## src/bee_pkg.sv

```systemverilog
// Constants, register map and types of the Boolean equation evaluator.
// Assumes a single 125 MHz clock and a 60 Hz power system line.
`default_nettype none

package bee_pkg;

   // ************************************************************
   // Timing
   // ************************************************************
   localparam int unsigned CLK_HZ = 125_000_000;
   localparam int unsigned LINE_FREQ_HZ = 60;
   localparam int unsigned PASSES_PER_LINE_CYCLE = 4;
   // One processing interval is a quarter of a line cycle, in ns
   localparam int unsigned PASS_TIME_NS =
      1_000_000_000 / (LINE_FREQ_HZ * PASSES_PER_LINE_CYCLE);
   // Longest time, so rounded down
   localparam int unsigned PASS_CYCLES = PASS_TIME_NS * (CLK_HZ / 1_000_000) / 1000;
   localparam int unsigned TICK_W = 20;

   // ************************************************************
   // Sizes
   // ************************************************************
   localparam int unsigned NEQ = 6;
   localparam int unsigned NPROD = 2;
   localparam int unsigned OPW = 16;
   localparam int unsigned NSTAT = 14;
   localparam int unsigned EQ_WORDS = 1 + 2 * NPROD;
   localparam int unsigned SHOT_W = 4;

   // Equations in their fixed evaluation order
   localparam logic [2:0] EQ_GEN_TRIP = 3'h0;
   localparam logic [2:0] EQ_COMM_TRIP = 3'h1;
   localparam logic [2:0] EQ_SOTF_TRIP = 3'h2;
   localparam logic [2:0] EQ_UNLATCH = 3'h3;
   localparam logic [2:0] EQ_EVENT = 3'h4;
   localparam logic [2:0] EQ_CONTACT = 3'h5;

   // ************************************************************
   // Register map (byte addresses)
   // ************************************************************
   localparam logic [11:0] EQ_REGION_END = 12'h0C0;
   localparam logic [11:0] CTRL_OFS = 12'h100;
   localparam logic [11:0] STAT_OFS = 12'h104;
   localparam logic [11:0] EVCNT_OFS = 12'h108;

   // Equation control word
   localparam int unsigned MODE_LSB = 0;
   localparam int unsigned INV_BIT = 4;
   localparam logic [1:0] MODE_CONST0 = 2'h0;
   localparam logic [1:0] MODE_CONST1 = 2'h1;
   localparam logic [1:0] MODE_EXPR = 2'h2;
   localparam logic [1:0] MODE_BLANK = 2'h3;
   localparam logic [31:0] EQ_WORD_RST = 32'h0000_0000;

   // Control register
   localparam int unsigned EN_BIT = 0;
   localparam int unsigned CAPLEN_LSB = 8;
   localparam logic EN_RST = 1'b1;
   localparam logic [7:0] CAPLEN_RST = 8'h04;

   // Status register
   localparam int unsigned RES_LSB = 0;
   localparam int unsigned TRIP_BIT = 8;
   localparam int unsigned CAP_BIT = 9;
   localparam int unsigned SHZ_BIT = 10;
   localparam int unsigned REJ_BIT = 16;

   typedef enum logic [3:0] {
      BEE_IDLE = 4'h1,
      BEE_EVAL = 4'h2,
      BEE_LATCH = 4'h4,
      BEE_DONE = 4'h8
   } bee_state_t;

endpackage

`default_nettype wire

```

## src/bee_evaluator.sv

```systemverilog
// Boolean equation evaluator: sum-of-products equations over status bits,
// trip latch, event capture trigger and contact output, AHB-Lite registers.
// Assumes status bits and shot count come from logic on the mclk domain.
//
// The register addresses and the AHB-Lite interface to the registers are this design's own decisions.
`default_nettype none

module bee_evaluator #(
   parameter int unsigned PASS_CYCLES = bee_pkg::PASS_CYCLES
) (
   input wire logic mclk,
   input wire logic rst,
   input wire logic hsel,
   input wire logic [31:0] haddr,
   input wire logic [1:0] htrans,
   input wire logic hwrite,
   input wire logic [2:0] hsize,
   input wire logic [31:0] hwdata,
   input wire logic hready,
   output logic [31:0] hrdata,
   output logic hreadyout,
   output logic hresp,
   input wire logic [bee_pkg::NSTAT-1:0] status_bits,
   input wire logic [bee_pkg::SHOT_W-1:0] shot_count,
   input wire logic unlatch_permit,
   output logic trip_latched,
   output logic trip_output_contact,
   output logic [bee_pkg::NEQ-1:0] eq_result,
   output logic shot_zero_flag,
   output logic event_capture_active,
   output logic event_capture_start
);

   // ************************************************************
   // State
   // ************************************************************
   typedef logic [bee_pkg::EQ_WORDS-1:0][31:0] bee_eqcfg_t;

   typedef struct packed {
      bee_eqcfg_t [bee_pkg::NEQ-1:0] cfg;
      logic en;
      logic [7:0] caplen;
      bee_pkg::bee_state_t st;
      logic [2:0] idx;
      logic [bee_pkg::TICK_W-1:0] tick;
      logic [bee_pkg::NSTAT-1:0] snap;
      logic shz;
      logic [bee_pkg::OPW-1:0] prev;
      logic [bee_pkg::NEQ-1:0] res;
      logic trip;
      logic [7:0] capcnt;
      logic capact;
      logic evstart;
      logic [15:0] evcnt;
      logic rej;
      logic dwr;
      logic rdpend;
      logic [11:0] daddr;
      logic [31:0] rdata;
      logic rdy;
   } bee_regs_t;

   bee_regs_t q;
   bee_regs_t d;
   logic [bee_pkg::OPW-1:0] oper;
   logic eval_bit;
   logic pass_tick;
   logic acc;

   // ************************************************************
   // Equation evaluation
   // ************************************************************
   // Word 0 control, then per product: {neg,use} and {fall,rise}
   function automatic logic eq_eval(input bee_eqcfg_t w,
                                    input logic [bee_pkg::OPW-1:0] op,
                                    input logic [bee_pkg::OPW-1:0] pv);
      logic [bee_pkg::NPROD-1:0] prod;
      logic [bee_pkg::OPW-1:0] use_m;
      logic [bee_pkg::OPW-1:0] rise_m;
      logic [bee_pkg::OPW-1:0] fall_m;
      logic [bee_pkg::OPW-1:0] lit;
      logic sum;
      prod = '0;
      for (int p = 0; p < bee_pkg::NPROD; p++) begin
         use_m = w[1 + 2 * p][15:0];
         rise_m = w[2 + 2 * p][15:0];
         fall_m = w[2 + 2 * p][31:16] & ~rise_m;
         lit = (op & ~rise_m & ~fall_m) | (op & ~pv & rise_m);
         lit = lit | (~op & pv & fall_m);
         lit = lit ^ w[1 + 2 * p][31:16];
         prod[p] = (|use_m) & (&(lit | ~use_m));
      end
      sum = (|prod) ^ w[0][bee_pkg::INV_BIT];
      case (w[0][bee_pkg::MODE_LSB +: 2])
         bee_pkg::MODE_CONST0: eq_eval = 1'b0;
         bee_pkg::MODE_CONST1: eq_eval = 1'b1;
         default: eq_eval = sum;
      endcase
   endfunction

   function automatic logic [31:0] rd_word(input bee_regs_t r, input logic [11:0] a);
      logic [31:0] v;
      v = 32'h0000_0000;
      if (a < bee_pkg::EQ_REGION_END) begin
         if (a[7:5] < 3'(bee_pkg::NEQ) && a[4:2] < 3'(bee_pkg::EQ_WORDS)) begin
            v = r.cfg[a[7:5]][a[4:2]];
         end
      end else if (a == bee_pkg::CTRL_OFS) begin
         v[bee_pkg::EN_BIT] = r.en;
         v[bee_pkg::CAPLEN_LSB +: 8] = r.caplen;
      end else if (a == bee_pkg::STAT_OFS) begin
         v[bee_pkg::RES_LSB +: bee_pkg::NEQ] = r.res;
         v[bee_pkg::TRIP_BIT] = r.trip;
         v[bee_pkg::CAP_BIT] = r.capact;
         v[bee_pkg::SHZ_BIT] = r.shz;
         v[bee_pkg::REJ_BIT] = r.rej;
      end else if (a == bee_pkg::EVCNT_OFS) begin
         v[15:0] = r.evcnt;
      end
      rd_word = v;
   endfunction

   assign oper = {q.trip, q.shz, q.snap};
   assign eval_bit = eq_eval(q.cfg[q.idx], oper, q.prev);
   assign pass_tick = q.en && (q.tick == bee_pkg::TICK_W'(PASS_CYCLES - 1));
   assign acc = hsel && htrans[1] && hready;

   // ************************************************************
   // Next state
   // ************************************************************
   always_comb begin
      d = q;
      d.evstart = 1'b0;
      if (!q.en || pass_tick) begin
         d.tick = '0;
      end else begin
         d.tick = q.tick + 1'b1;
      end

      case (q.st)
         bee_pkg::BEE_IDLE: begin
            if (pass_tick) begin
               d.snap = status_bits;
               d.shz = (shot_count == '0);
               d.idx = '0;
               d.st = bee_pkg::BEE_EVAL;
            end
         end
         bee_pkg::BEE_EVAL: begin
            d.res[q.idx] = eval_bit;
            if (q.idx == bee_pkg::EQ_EVENT && eval_bit && !q.res[bee_pkg::EQ_EVENT]
                && !q.capact) begin
               d.capact = 1'b1;
               d.capcnt = (q.caplen == 8'h00) ? 8'h01 : q.caplen;
               d.evstart = 1'b1;
               d.evcnt = q.evcnt + 16'h0001;
            end
            d.idx = q.idx + 3'h1;
            if (q.idx == bee_pkg::EQ_UNLATCH) begin
               d.st = bee_pkg::BEE_LATCH;
            end else if (q.idx == 3'(bee_pkg::NEQ - 1)) begin
               d.st = bee_pkg::BEE_DONE;
            end
         end
         bee_pkg::BEE_LATCH: begin
            // set is OR of three; release gated
            d.trip = q.res[bee_pkg::EQ_GEN_TRIP] | q.res[bee_pkg::EQ_COMM_TRIP]
                     | q.res[bee_pkg::EQ_SOTF_TRIP]
                     | (q.trip & ~(q.res[bee_pkg::EQ_UNLATCH] & unlatch_permit));
            d.st = bee_pkg::BEE_EVAL;
         end
         bee_pkg::BEE_DONE: begin
            d.prev = oper;
            if (q.capact) begin
               if (q.capcnt <= 8'h01) begin
                  d.capact = 1'b0;
                  d.capcnt = 8'h00;
               end else begin
                  d.capcnt = q.capcnt - 8'h01;
               end
            end
            d.st = bee_pkg::BEE_IDLE;
         end
         default: d.st = bee_pkg::BEE_IDLE;
      endcase

      // Bus data phase of a write
      if (q.dwr) begin
         if (q.daddr < bee_pkg::EQ_REGION_END) begin
            if (q.daddr[7:5] < 3'(bee_pkg::NEQ) && q.daddr[4:2] < 3'(bee_pkg::EQ_WORDS)) begin
               if (q.daddr[4:2] == 3'h0
                   && hwdata[bee_pkg::MODE_LSB +: 2] == bee_pkg::MODE_BLANK) begin
                  d.rej = 1'b1;
               end else begin
                  d.cfg[q.daddr[7:5]][q.daddr[4:2]] = hwdata;
               end
            end
         end else if (q.daddr == bee_pkg::CTRL_OFS) begin
            d.en = hwdata[bee_pkg::EN_BIT];
            d.caplen = hwdata[bee_pkg::CAPLEN_LSB +: 8];
         end else if (q.daddr == bee_pkg::STAT_OFS) begin
            if (hwdata[bee_pkg::REJ_BIT]) begin
               d.rej = 1'b0;
            end
         end
      end

      // One wait state on reads, so a prior write is always visible
      d.rdy = 1'b1;
      d.rdpend = 1'b0;
      d.dwr = acc && hwrite;
      if (acc) begin
         d.daddr = {haddr[11:2], 2'b00};
      end
      if (acc && !hwrite) begin
         d.rdpend = 1'b1;
         d.rdy = 1'b0;
      end
      if (q.rdpend) begin
         d.rdata = rd_word(q, q.daddr);
      end
   end

   // ************************************************************
   // Registers
   // ************************************************************
   always_ff @(posedge mclk) begin
      if (rst) begin
         q <= '0;
         q.en <= bee_pkg::EN_RST;
         q.caplen <= bee_pkg::CAPLEN_RST;
         q.st <= bee_pkg::BEE_IDLE;
         q.rdy <= 1'b1;
      end else begin
         q <= d;
      end
   end

   assign hrdata = q.rdata;
   assign hreadyout = q.rdy;
   assign hresp = 1'b0;
   assign trip_latched = q.trip;
   assign trip_output_contact = q.res[bee_pkg::EQ_CONTACT];
   assign eq_result = q.res;
   assign shot_zero_flag = q.shz;
   assign event_capture_active = q.capact;
   assign event_capture_start = q.evstart;
endmodule // bee_evaluator

`default_nettype wire

```

## config.mk

```make
export PLATFORM = sky130hd
export DESIGN_NAME = bee_evaluator
export DESIGN_NICKNAME = d
export VERILOG_FILES = /design/src/bee_pkg.sv /design/src/bee_evaluator.sv
export SDC_FILE = /design/constraint.sdc
export NUM_CORES = 2
export LEC_CHECK = 0
export BUFFER_PORTS_ARGS = -buffer_cell sky130_fd_sc_hd__clkbuf_2
export CAP_MARGIN = 0
export CORE_ASPECT_RATIO = 0.8
export CORE_MARGIN = 3
export CORE_UTILIZATION = 60
export DETAILED_ROUTE_END_ITERATION = 10
export PLACE_DENSITY = 0.77
export REMOVE_ABC_BUFFERS = 1
export SLEW_MARGIN = 20
export SYNTH_ARGS = -nofsm -noshare
export SYNTH_HDL_FRONTEND = slang
export SYNTH_SLANG_ARGS = --single-unit
export TNS_END_PERCENT = 1
```

## constraint.sdc

```tcl
create_clock -name mclk -period 8.2 [get_ports mclk]
set_input_delay 0.82 -clock mclk [delete_from_list [all_inputs] [get_ports mclk]]
set_output_delay 0.82 -clock mclk [all_outputs]
set_load 0.01 [all_outputs]
```

# After elaboration in Yosys (flattened, before gate mapping)
# Cells that the tools add are included.
word_totals:
  regBits: 1106
  out_inout_bits: 45
  word_cells: 213
classes:
  add_sub_neg: 4
  magnitude_cmp: 10
  n_eq_ne: 20
  n_mux: 47
  bitwise_logic: 40
  reduce_logical: 42
ops:
  columns: ["cell", "n"]
  rows:
  - ["$bmux 160 s3", 2]
  - ["$bwmux 960", 1]
  - ["$demux 160 s3", 1]
  - ["$mux 160", 3]
  - ["$and 16x16->16", 12]
  - ["$not 16->16", 8]
  - ["$bmux 32 s3", 1]
  - ["$demux 32 s3", 1]
  - ["$mux 32", 3]
  - ["$or 16x16->16", 6]
  - ["$reduce_and 16->1", 2]
  - ["$reduce_or 16->1", 2]
  - ["$xor 16x16->16", 2]
  - ["$eq 10x7->1 const B", 3]
  - ["$mux 26", 1]
  - ["$mux 8", 3]
  - ["$add 20x1->20 const B", 1]
  - ["$eq 20x19->1 const B", 1]
  - ["$pmux 9 s2", 1]
  - ["$mux 17", 1]
  - ["$add 16x1->16 const B", 1]
  - ["$mux 16", 1]
  - ["$mux 15", 1]
  - ["$mux 7", 2]
  - ["47 further kinds", 103]

# Depth between registers and ports, before layout
depth:
  depth_word: 20
  mapped_depth: 20

# Worst setup path before layout
# Ideal clock, no wire load.
synth_path:
  kind: "reg-to-reg"
  startpoint: "reg q[133] in the netlist's numbering"
  endpoint: "reg q[69] in the netlist's numbering"
  t_arrival_ps: 3902
  t_required_ps: 8122
  path_slack_ps: 4221
  path_stages_with_launch: 20
  cell_sequence: "dfxtp_1 buf_6 buf_6 buf_6 buf_6 buf_6 buf_4 buf_2 mux4_2 a21oi_1 xnor2_1 a22oi_1 o2111ai_1 or4_1 a21oi_1 nor3_4 a32oi_2 buf_4 a211oi_1 nor3_1"
synth_via:
  elab_chain_len: 20
  elab_cells_between_ends: 43
  cone_classes: "eq/ne (3); mux (3); bitwise (27); reduce/logical (10)"
synth_rtl:
  columns: ["item", "line_no", "text"]
  rows:
  - ["start: declaration", "bee_evaluator.sv:63", "bee_regs_t q;"]
  - ["$bmux 160 s3", "bee_evaluator.sv:124", "assign eval_bit = eq_eval(q.cfg[q.idx], oper, q.prev);"]
  - ["$mux 160 (not written as such)", "bee_evaluator.sv:124", null]
  - ["$not 16->16", "bee_evaluator.sv:87, bee_evaluator.sv:88", null]
  - ["$and 16x16->16", "bee_evaluator.sv:87", "fall_m = w[2 + 2 * p][31:16] & ~rise_m;"]
  - ["$not 16->16", "bee_evaluator.sv:88", "lit = (op & ~rise_m & ~fall_m) | (op & ~pv & rise_m);"]
  - ["$and 16x16->16", "bee_evaluator.sv:88", null]
  - ["$or 16x16->16", "bee_evaluator.sv:88", null]
  - ["$or 16x16->16", "bee_evaluator.sv:89", "lit = lit | (~op & pv & fall_m);"]
  - ["[... 3 more ...]", null, null]
  - ["$and 1x1->1", "bee_evaluator.sv:91", "prod[p] = (|use_m) & (&(lit | ~use_m));"]
  - ["$reduce_or 2->1", "bee_evaluator.sv:93", "sum = (|prod) ^ w[0][bee_pkg::INV_BIT];"]
  - ["$xor 1x1->1", "bee_evaluator.sv:93", null]
  - ["$pmux 1 s2", "bee_evaluator.sv:94", "case (w[0][bee_pkg::MODE_LSB +: 2])"]
  - ["$logic_and 1x1->1 (*) (2 in a row)", "bee_evaluator.sv:151", "if (q.idx == bee_pkg::EQ_EVENT && eval_bit && !q.res[bee_pkg::EQ_EVENT]"]
  - ["$logic_and 1x1->1 (*)", "bee_evaluator.sv:152", "&& !q.capact) begin"]
  - ["$ne 2x2->1 (no source line) (*)", null, null]
  - ["$reduce_and 3->1 (no source line) (*)", null, null]
# Every way passes the cells marked *; elsewhere a longest branch is shown, timed or not. The select of a mux whose other input is x is not followed.
# A chain may end at the register's enable or synchronous reset.

# Final worst setup path
layout_path:
  startpoint: "reg q[134] in the netlist's numbering"
  endpoint: "reg q[63] in the netlist's numbering"
layout_via:
  elab_chain_len: 19
  elab_cells_between_ends: 42
  cone_classes: "eq/ne (2); mux (3); bitwise (27); reduce/logical (10)"
layout_rtl:
  columns: ["item", "line_no"]
  rows:
  - ["$bmux 160 s3", "bee_evaluator.sv:124"]
  - ["$mux 160 (not written as such)", "bee_evaluator.sv:124"]
  - ["$not 16->16", "bee_evaluator.sv:87, bee_evaluator.sv:88"]
  - ["$and 16x16->16", "bee_evaluator.sv:87"]
  - ["$not 16->16", "bee_evaluator.sv:88"]
  - ["$and 16x16->16", "bee_evaluator.sv:88"]
  - ["$or 16x16->16", "bee_evaluator.sv:88"]
  - ["$or 16x16->16", "bee_evaluator.sv:89"]
  - ["[... 2 more ...]", null]
  - ["$reduce_and 16->1", "bee_evaluator.sv:91"]
  - ["$and 1x1->1", "bee_evaluator.sv:91"]
  - ["$reduce_or 2->1", "bee_evaluator.sv:93"]
  - ["$xor 1x1->1", "bee_evaluator.sv:93"]
  - ["$pmux 1 s2", "bee_evaluator.sv:94"]
  - ["$logic_and 1x1->1 (*) (2 in a row)", "bee_evaluator.sv:151"]
  - ["$logic_and 1x1->1 (*)", "bee_evaluator.sv:152"]
  - ["$reduce_and 2->1 (no source line) (*)", null]
# Marked as above.

==> metrics.yaml <==
place:
  dpl_worst_slack_ns: 2.12
  dpl.hpwl_um: 131000
  gp_congestion: 0.985
  dp_cells: 7820
  io_buffers: 110
finish:
  fin_cells: 8028
  synthToLayoutAreaGrowth_pct: 7.99
  drive_gt1_share_pct: 9.52
  nets: 6848
  postLayoutCoreUtil_pct: 65.9
  fillerInstances: 7545
sta:
  finalClockSkew_ns: 0.0292
  worst_slew_pin_slew_ns: 1.33
  finalCritPeriodShare_pct: 81.2
  worst_slack_ns: 1.54
  relSlewSlack_pct: 11.3
  rsz0062_at_grt: "no"
  hold_viol_final: 0
  setup_violations: 0
  max_freq_mhz: 150
  layout_min_cycle_time_ns: 6.66
  slew_violations: 0
routing:
  drc: 0
  wire_per_inst_um: 27.2
  drt_iter0_markers: 10555
  wirelength_um: 218000
  dr.pass1.iters: 9
  antenna_left: 0
  via_per_inst: 6.90
  vias: 55401
clock_network:
  cts-resized-gates: 0
  cts_hold_buf: 0
  ctsRootBufferMaster: "clkbuf_16"
  cts_buffers: 108
  htreeDepth: 3
  clk_latency_ns: 0.73
  cts_tree: "done"
  cts.sinks: 1106
  clock_path_buffers: 3
  clk_pin_slew_ns: 0.06
  postCtsSetupRepairBufs: 0
critical_path:
  worstPathArrival_ns: 7.28
  cp-end-kind: "flip-flop"
  critPathRequiredTime_ns: 8.83
  reg2reg_depth: 13
  critical_path_class: "reg2reg"
  worst-r2r-setup-slack_ns: 1.54
  worst-path-max-fanout: 48
  rr_endpoint: "q[63]"
  critPathLaunchType: "flip-flop"
  timing.rr.start: "q[134]"
logic_synthesis:
  syn_avg_cell_area_um2: 7.59
  synth.yosys.seq_area_share_pct: 41.0
  yosys.area.top_type: "dfxtp_1"
  netlist_instances: 7103
  yosysUniqueCellTypes: 78
  synthTopCellsByArea: "dfxtp_1 41%, nand2_1 15%, a21oi_1 11%"
  synth_ff_type: "dfxtp_1"
  ys_warn_count: 0
  ys_ff_latch: 1106
  synth_edf_count: 0
  synth_area_mm2: 0.0539
  synth_top_area_share_pct: 41.0
  async_flop_share_pct: 0
pwr:
  power.density_mw_per_mm2: 192
  leakage_nw: 17.7
  fin_total_pwr_w: 0.0112
  ir_drop_uv: 167
hold_path:
  holdCritStartpoint: "haddr[2]"
  min_path_cells: 3
  min_to: "q[35]"
  hp-class: "in2reg"
global_routing:
  globalRoute.totalOverflow: 0
  grt_pass1_wl_um: 317000
  grt_pass1_vias: 50182
  grt_max_degree: 222
  track_usage_pct: 44.4
  antenna_found_initial: 3
die:
  dieArea_mm2: 0.0936
  fp.coreArea_mm2: 0.0884
  row_count: 97
  die_w_um: 341
  die_h_um: 274
  io_pins: 138
  initial_utilization_pct: 61.0
run:
  cap_violations: 0
status:
  status: "completed"
## sequential cells by signal (all words and copies together), names as in the netlist
signal	count
q	1049
hrdata	32
oper	14
eq_result	6
event_capture_active	1
event_capture_start	1
hreadyout	1
shot_zero_flag	1
trip_latched	1
## cell type report
class / instances / area (um^2) / share of cell area, %
Multi-Input combinational cell: 5250 / 28900 / 49.6
Sequential cell: 1106 / 22200 / 38.1
Clock buffer: 153 / 3140 / 5.40
Timing Repair Buffer: 246 / 1810 / 3.11
Tap cell: 1188 / 1490 / 2.55
Clock inverter: 48 / 616 / 1.06
Inverter: 34 / 129 / 0.221
Antenna cell: 3 / 7.51 / 0.0129
## worst max-delay path: stages, from the launching register on
cell	delay (ns)
dfxtp_4	0.90
buf_4	0.52
nand2b_1	1.05
o221ai_1	0.52
o221ai_1	0.19
mux2i_1	0.17
a221oi_1	0.24
o2111ai_1	0.25
nor4_1	0.95
nor4bb_1	0.22
nor3_4	0.48
nand4_2	0.40
or3_1	0.46
a21oi_1	0.14
## through the flow
step                hold WS (ns)  setup TNS, ns  area [um^2]
floorplan                  0.425       -1011.41        50900
global route               0.323              0        58200
global placement           0.440              0        54400
detailed placement         0.446              0        54400
finish                     0.307              0        58200
CTS                        0.318              0        58100
## cells in the mapped netlist (6+ instances only)
| master | number |
|---|---|
| a211oi_1 | 15 |
| a21oi_1 | 1209 |
| a221o_1 | 18 |
| a221oi_1 | 47 |
| a222oi_1 | 7 |
| a22oi_1 | 359 |
| a311o_1 | 6 |
| a311oi_1 | 17 |
| a31oi_1 | 64 |
| a32oi_1 | 7 |
| and2_1 | 8 |
| and3_1 | 23 |
| buf_1 | 68 |
| buf_2 | 40 |
| buf_4 | 58 |
| buf_6 | 11 |
| clkbuf_1 | 535 |
| dfxtp_1 | 1106 |
| ha_1 | 9 |
| inv_1 | 34 |
| mux2_2 | 100 |
| mux2i_1 | 286 |
| mux4_2 | 47 |
| nand2_1 | 2131 |
| nand2b_1 | 44 |
| nand3_1 | 90 |
| nand4_1 | 16 |
| nor2_1 | 282 |
| nor2b_1 | 34 |
| nor3_1 | 29 |
| nor4_1 | 11 |
| o211ai_1 | 31 |
| o21ai_0 | 109 |
| o21bai_1 | 6 |
| o221ai_1 | 14 |
| o22a_1 | 9 |
| o22ai_1 | 44 |
| o2bb2ai_1 | 13 |
| or3_1 | 20 |
| or3b_2 | 8 |
| xnor2_1 | 27 |
| xor2_1 | 30 |
## how the worst max path moves through the flow
stage,startpoint,end,slack (ns)
after CTS,q[134],q[59],2.11
after detailed placement,q[134],q[59],2.12
after global routing,q[134],q[59],1.67
after global placement,q[134],q[63],2.12
final,q[134],q[63],1.54
after floorplan,q[133],q[63],-6.65
## logic make-up (layout without fill, tap and decap cells)
| kind of cell | after synthesis | after routing | synth area share (%) |
|---|---|---|---|
| multiplexers | 433 | 433 | 9.36 |
| adder cells (fa/ha/maj) | 9 | 9 | 0.209 |
| AO/OA/AOI/OAI | 2018 | 2018 | 22.2 |
| flip-flops | 1106 | 1106 | 41.0 |
| buffers and inverters | 747 | 481 | 5.85 |
| AND/OR/NAND/NOR | 2732 | 2732 | 20.4 |
| other | 1 | 4 | 0.00695 |
| XOR/XNOR | 57 | 57 | 0.926 |
## cells in the final DEF, fill, tap and decap left out, types with 107 or more instances in the layout
cell	Yosys	routed
o21ai_0	109	107
mux2i_1	286	286
a21oi_1	1209	1209
dfxtp_1	1106	1097
a22oi_1	359	359
nand2_1	2131	2131
nor2_1	282	252
clkbuf_16	0	110
clkbuf_2	1	109
buf_4	58	118
## report_power, final
group          switching (W)  internal [W]
sequential         0.0000128       0.00538
combinational       0.000385     0.0000702
clock                0.00227       0.00308
total                0.00267       0.00853
## per-layer routing
metal | wire [um] | vias up | track usage (%)
met3 | 37100 | 1041 | 16.6
li1 | - | 23743 | -
met2 | 85300 | 4927 | 61.0
met1 | 79000 | 25684 | 58.4
met4 | 16400 | 6 | 28.1
met5 | 172 | - | 1.46
Power figures use the tool's default switching activity.
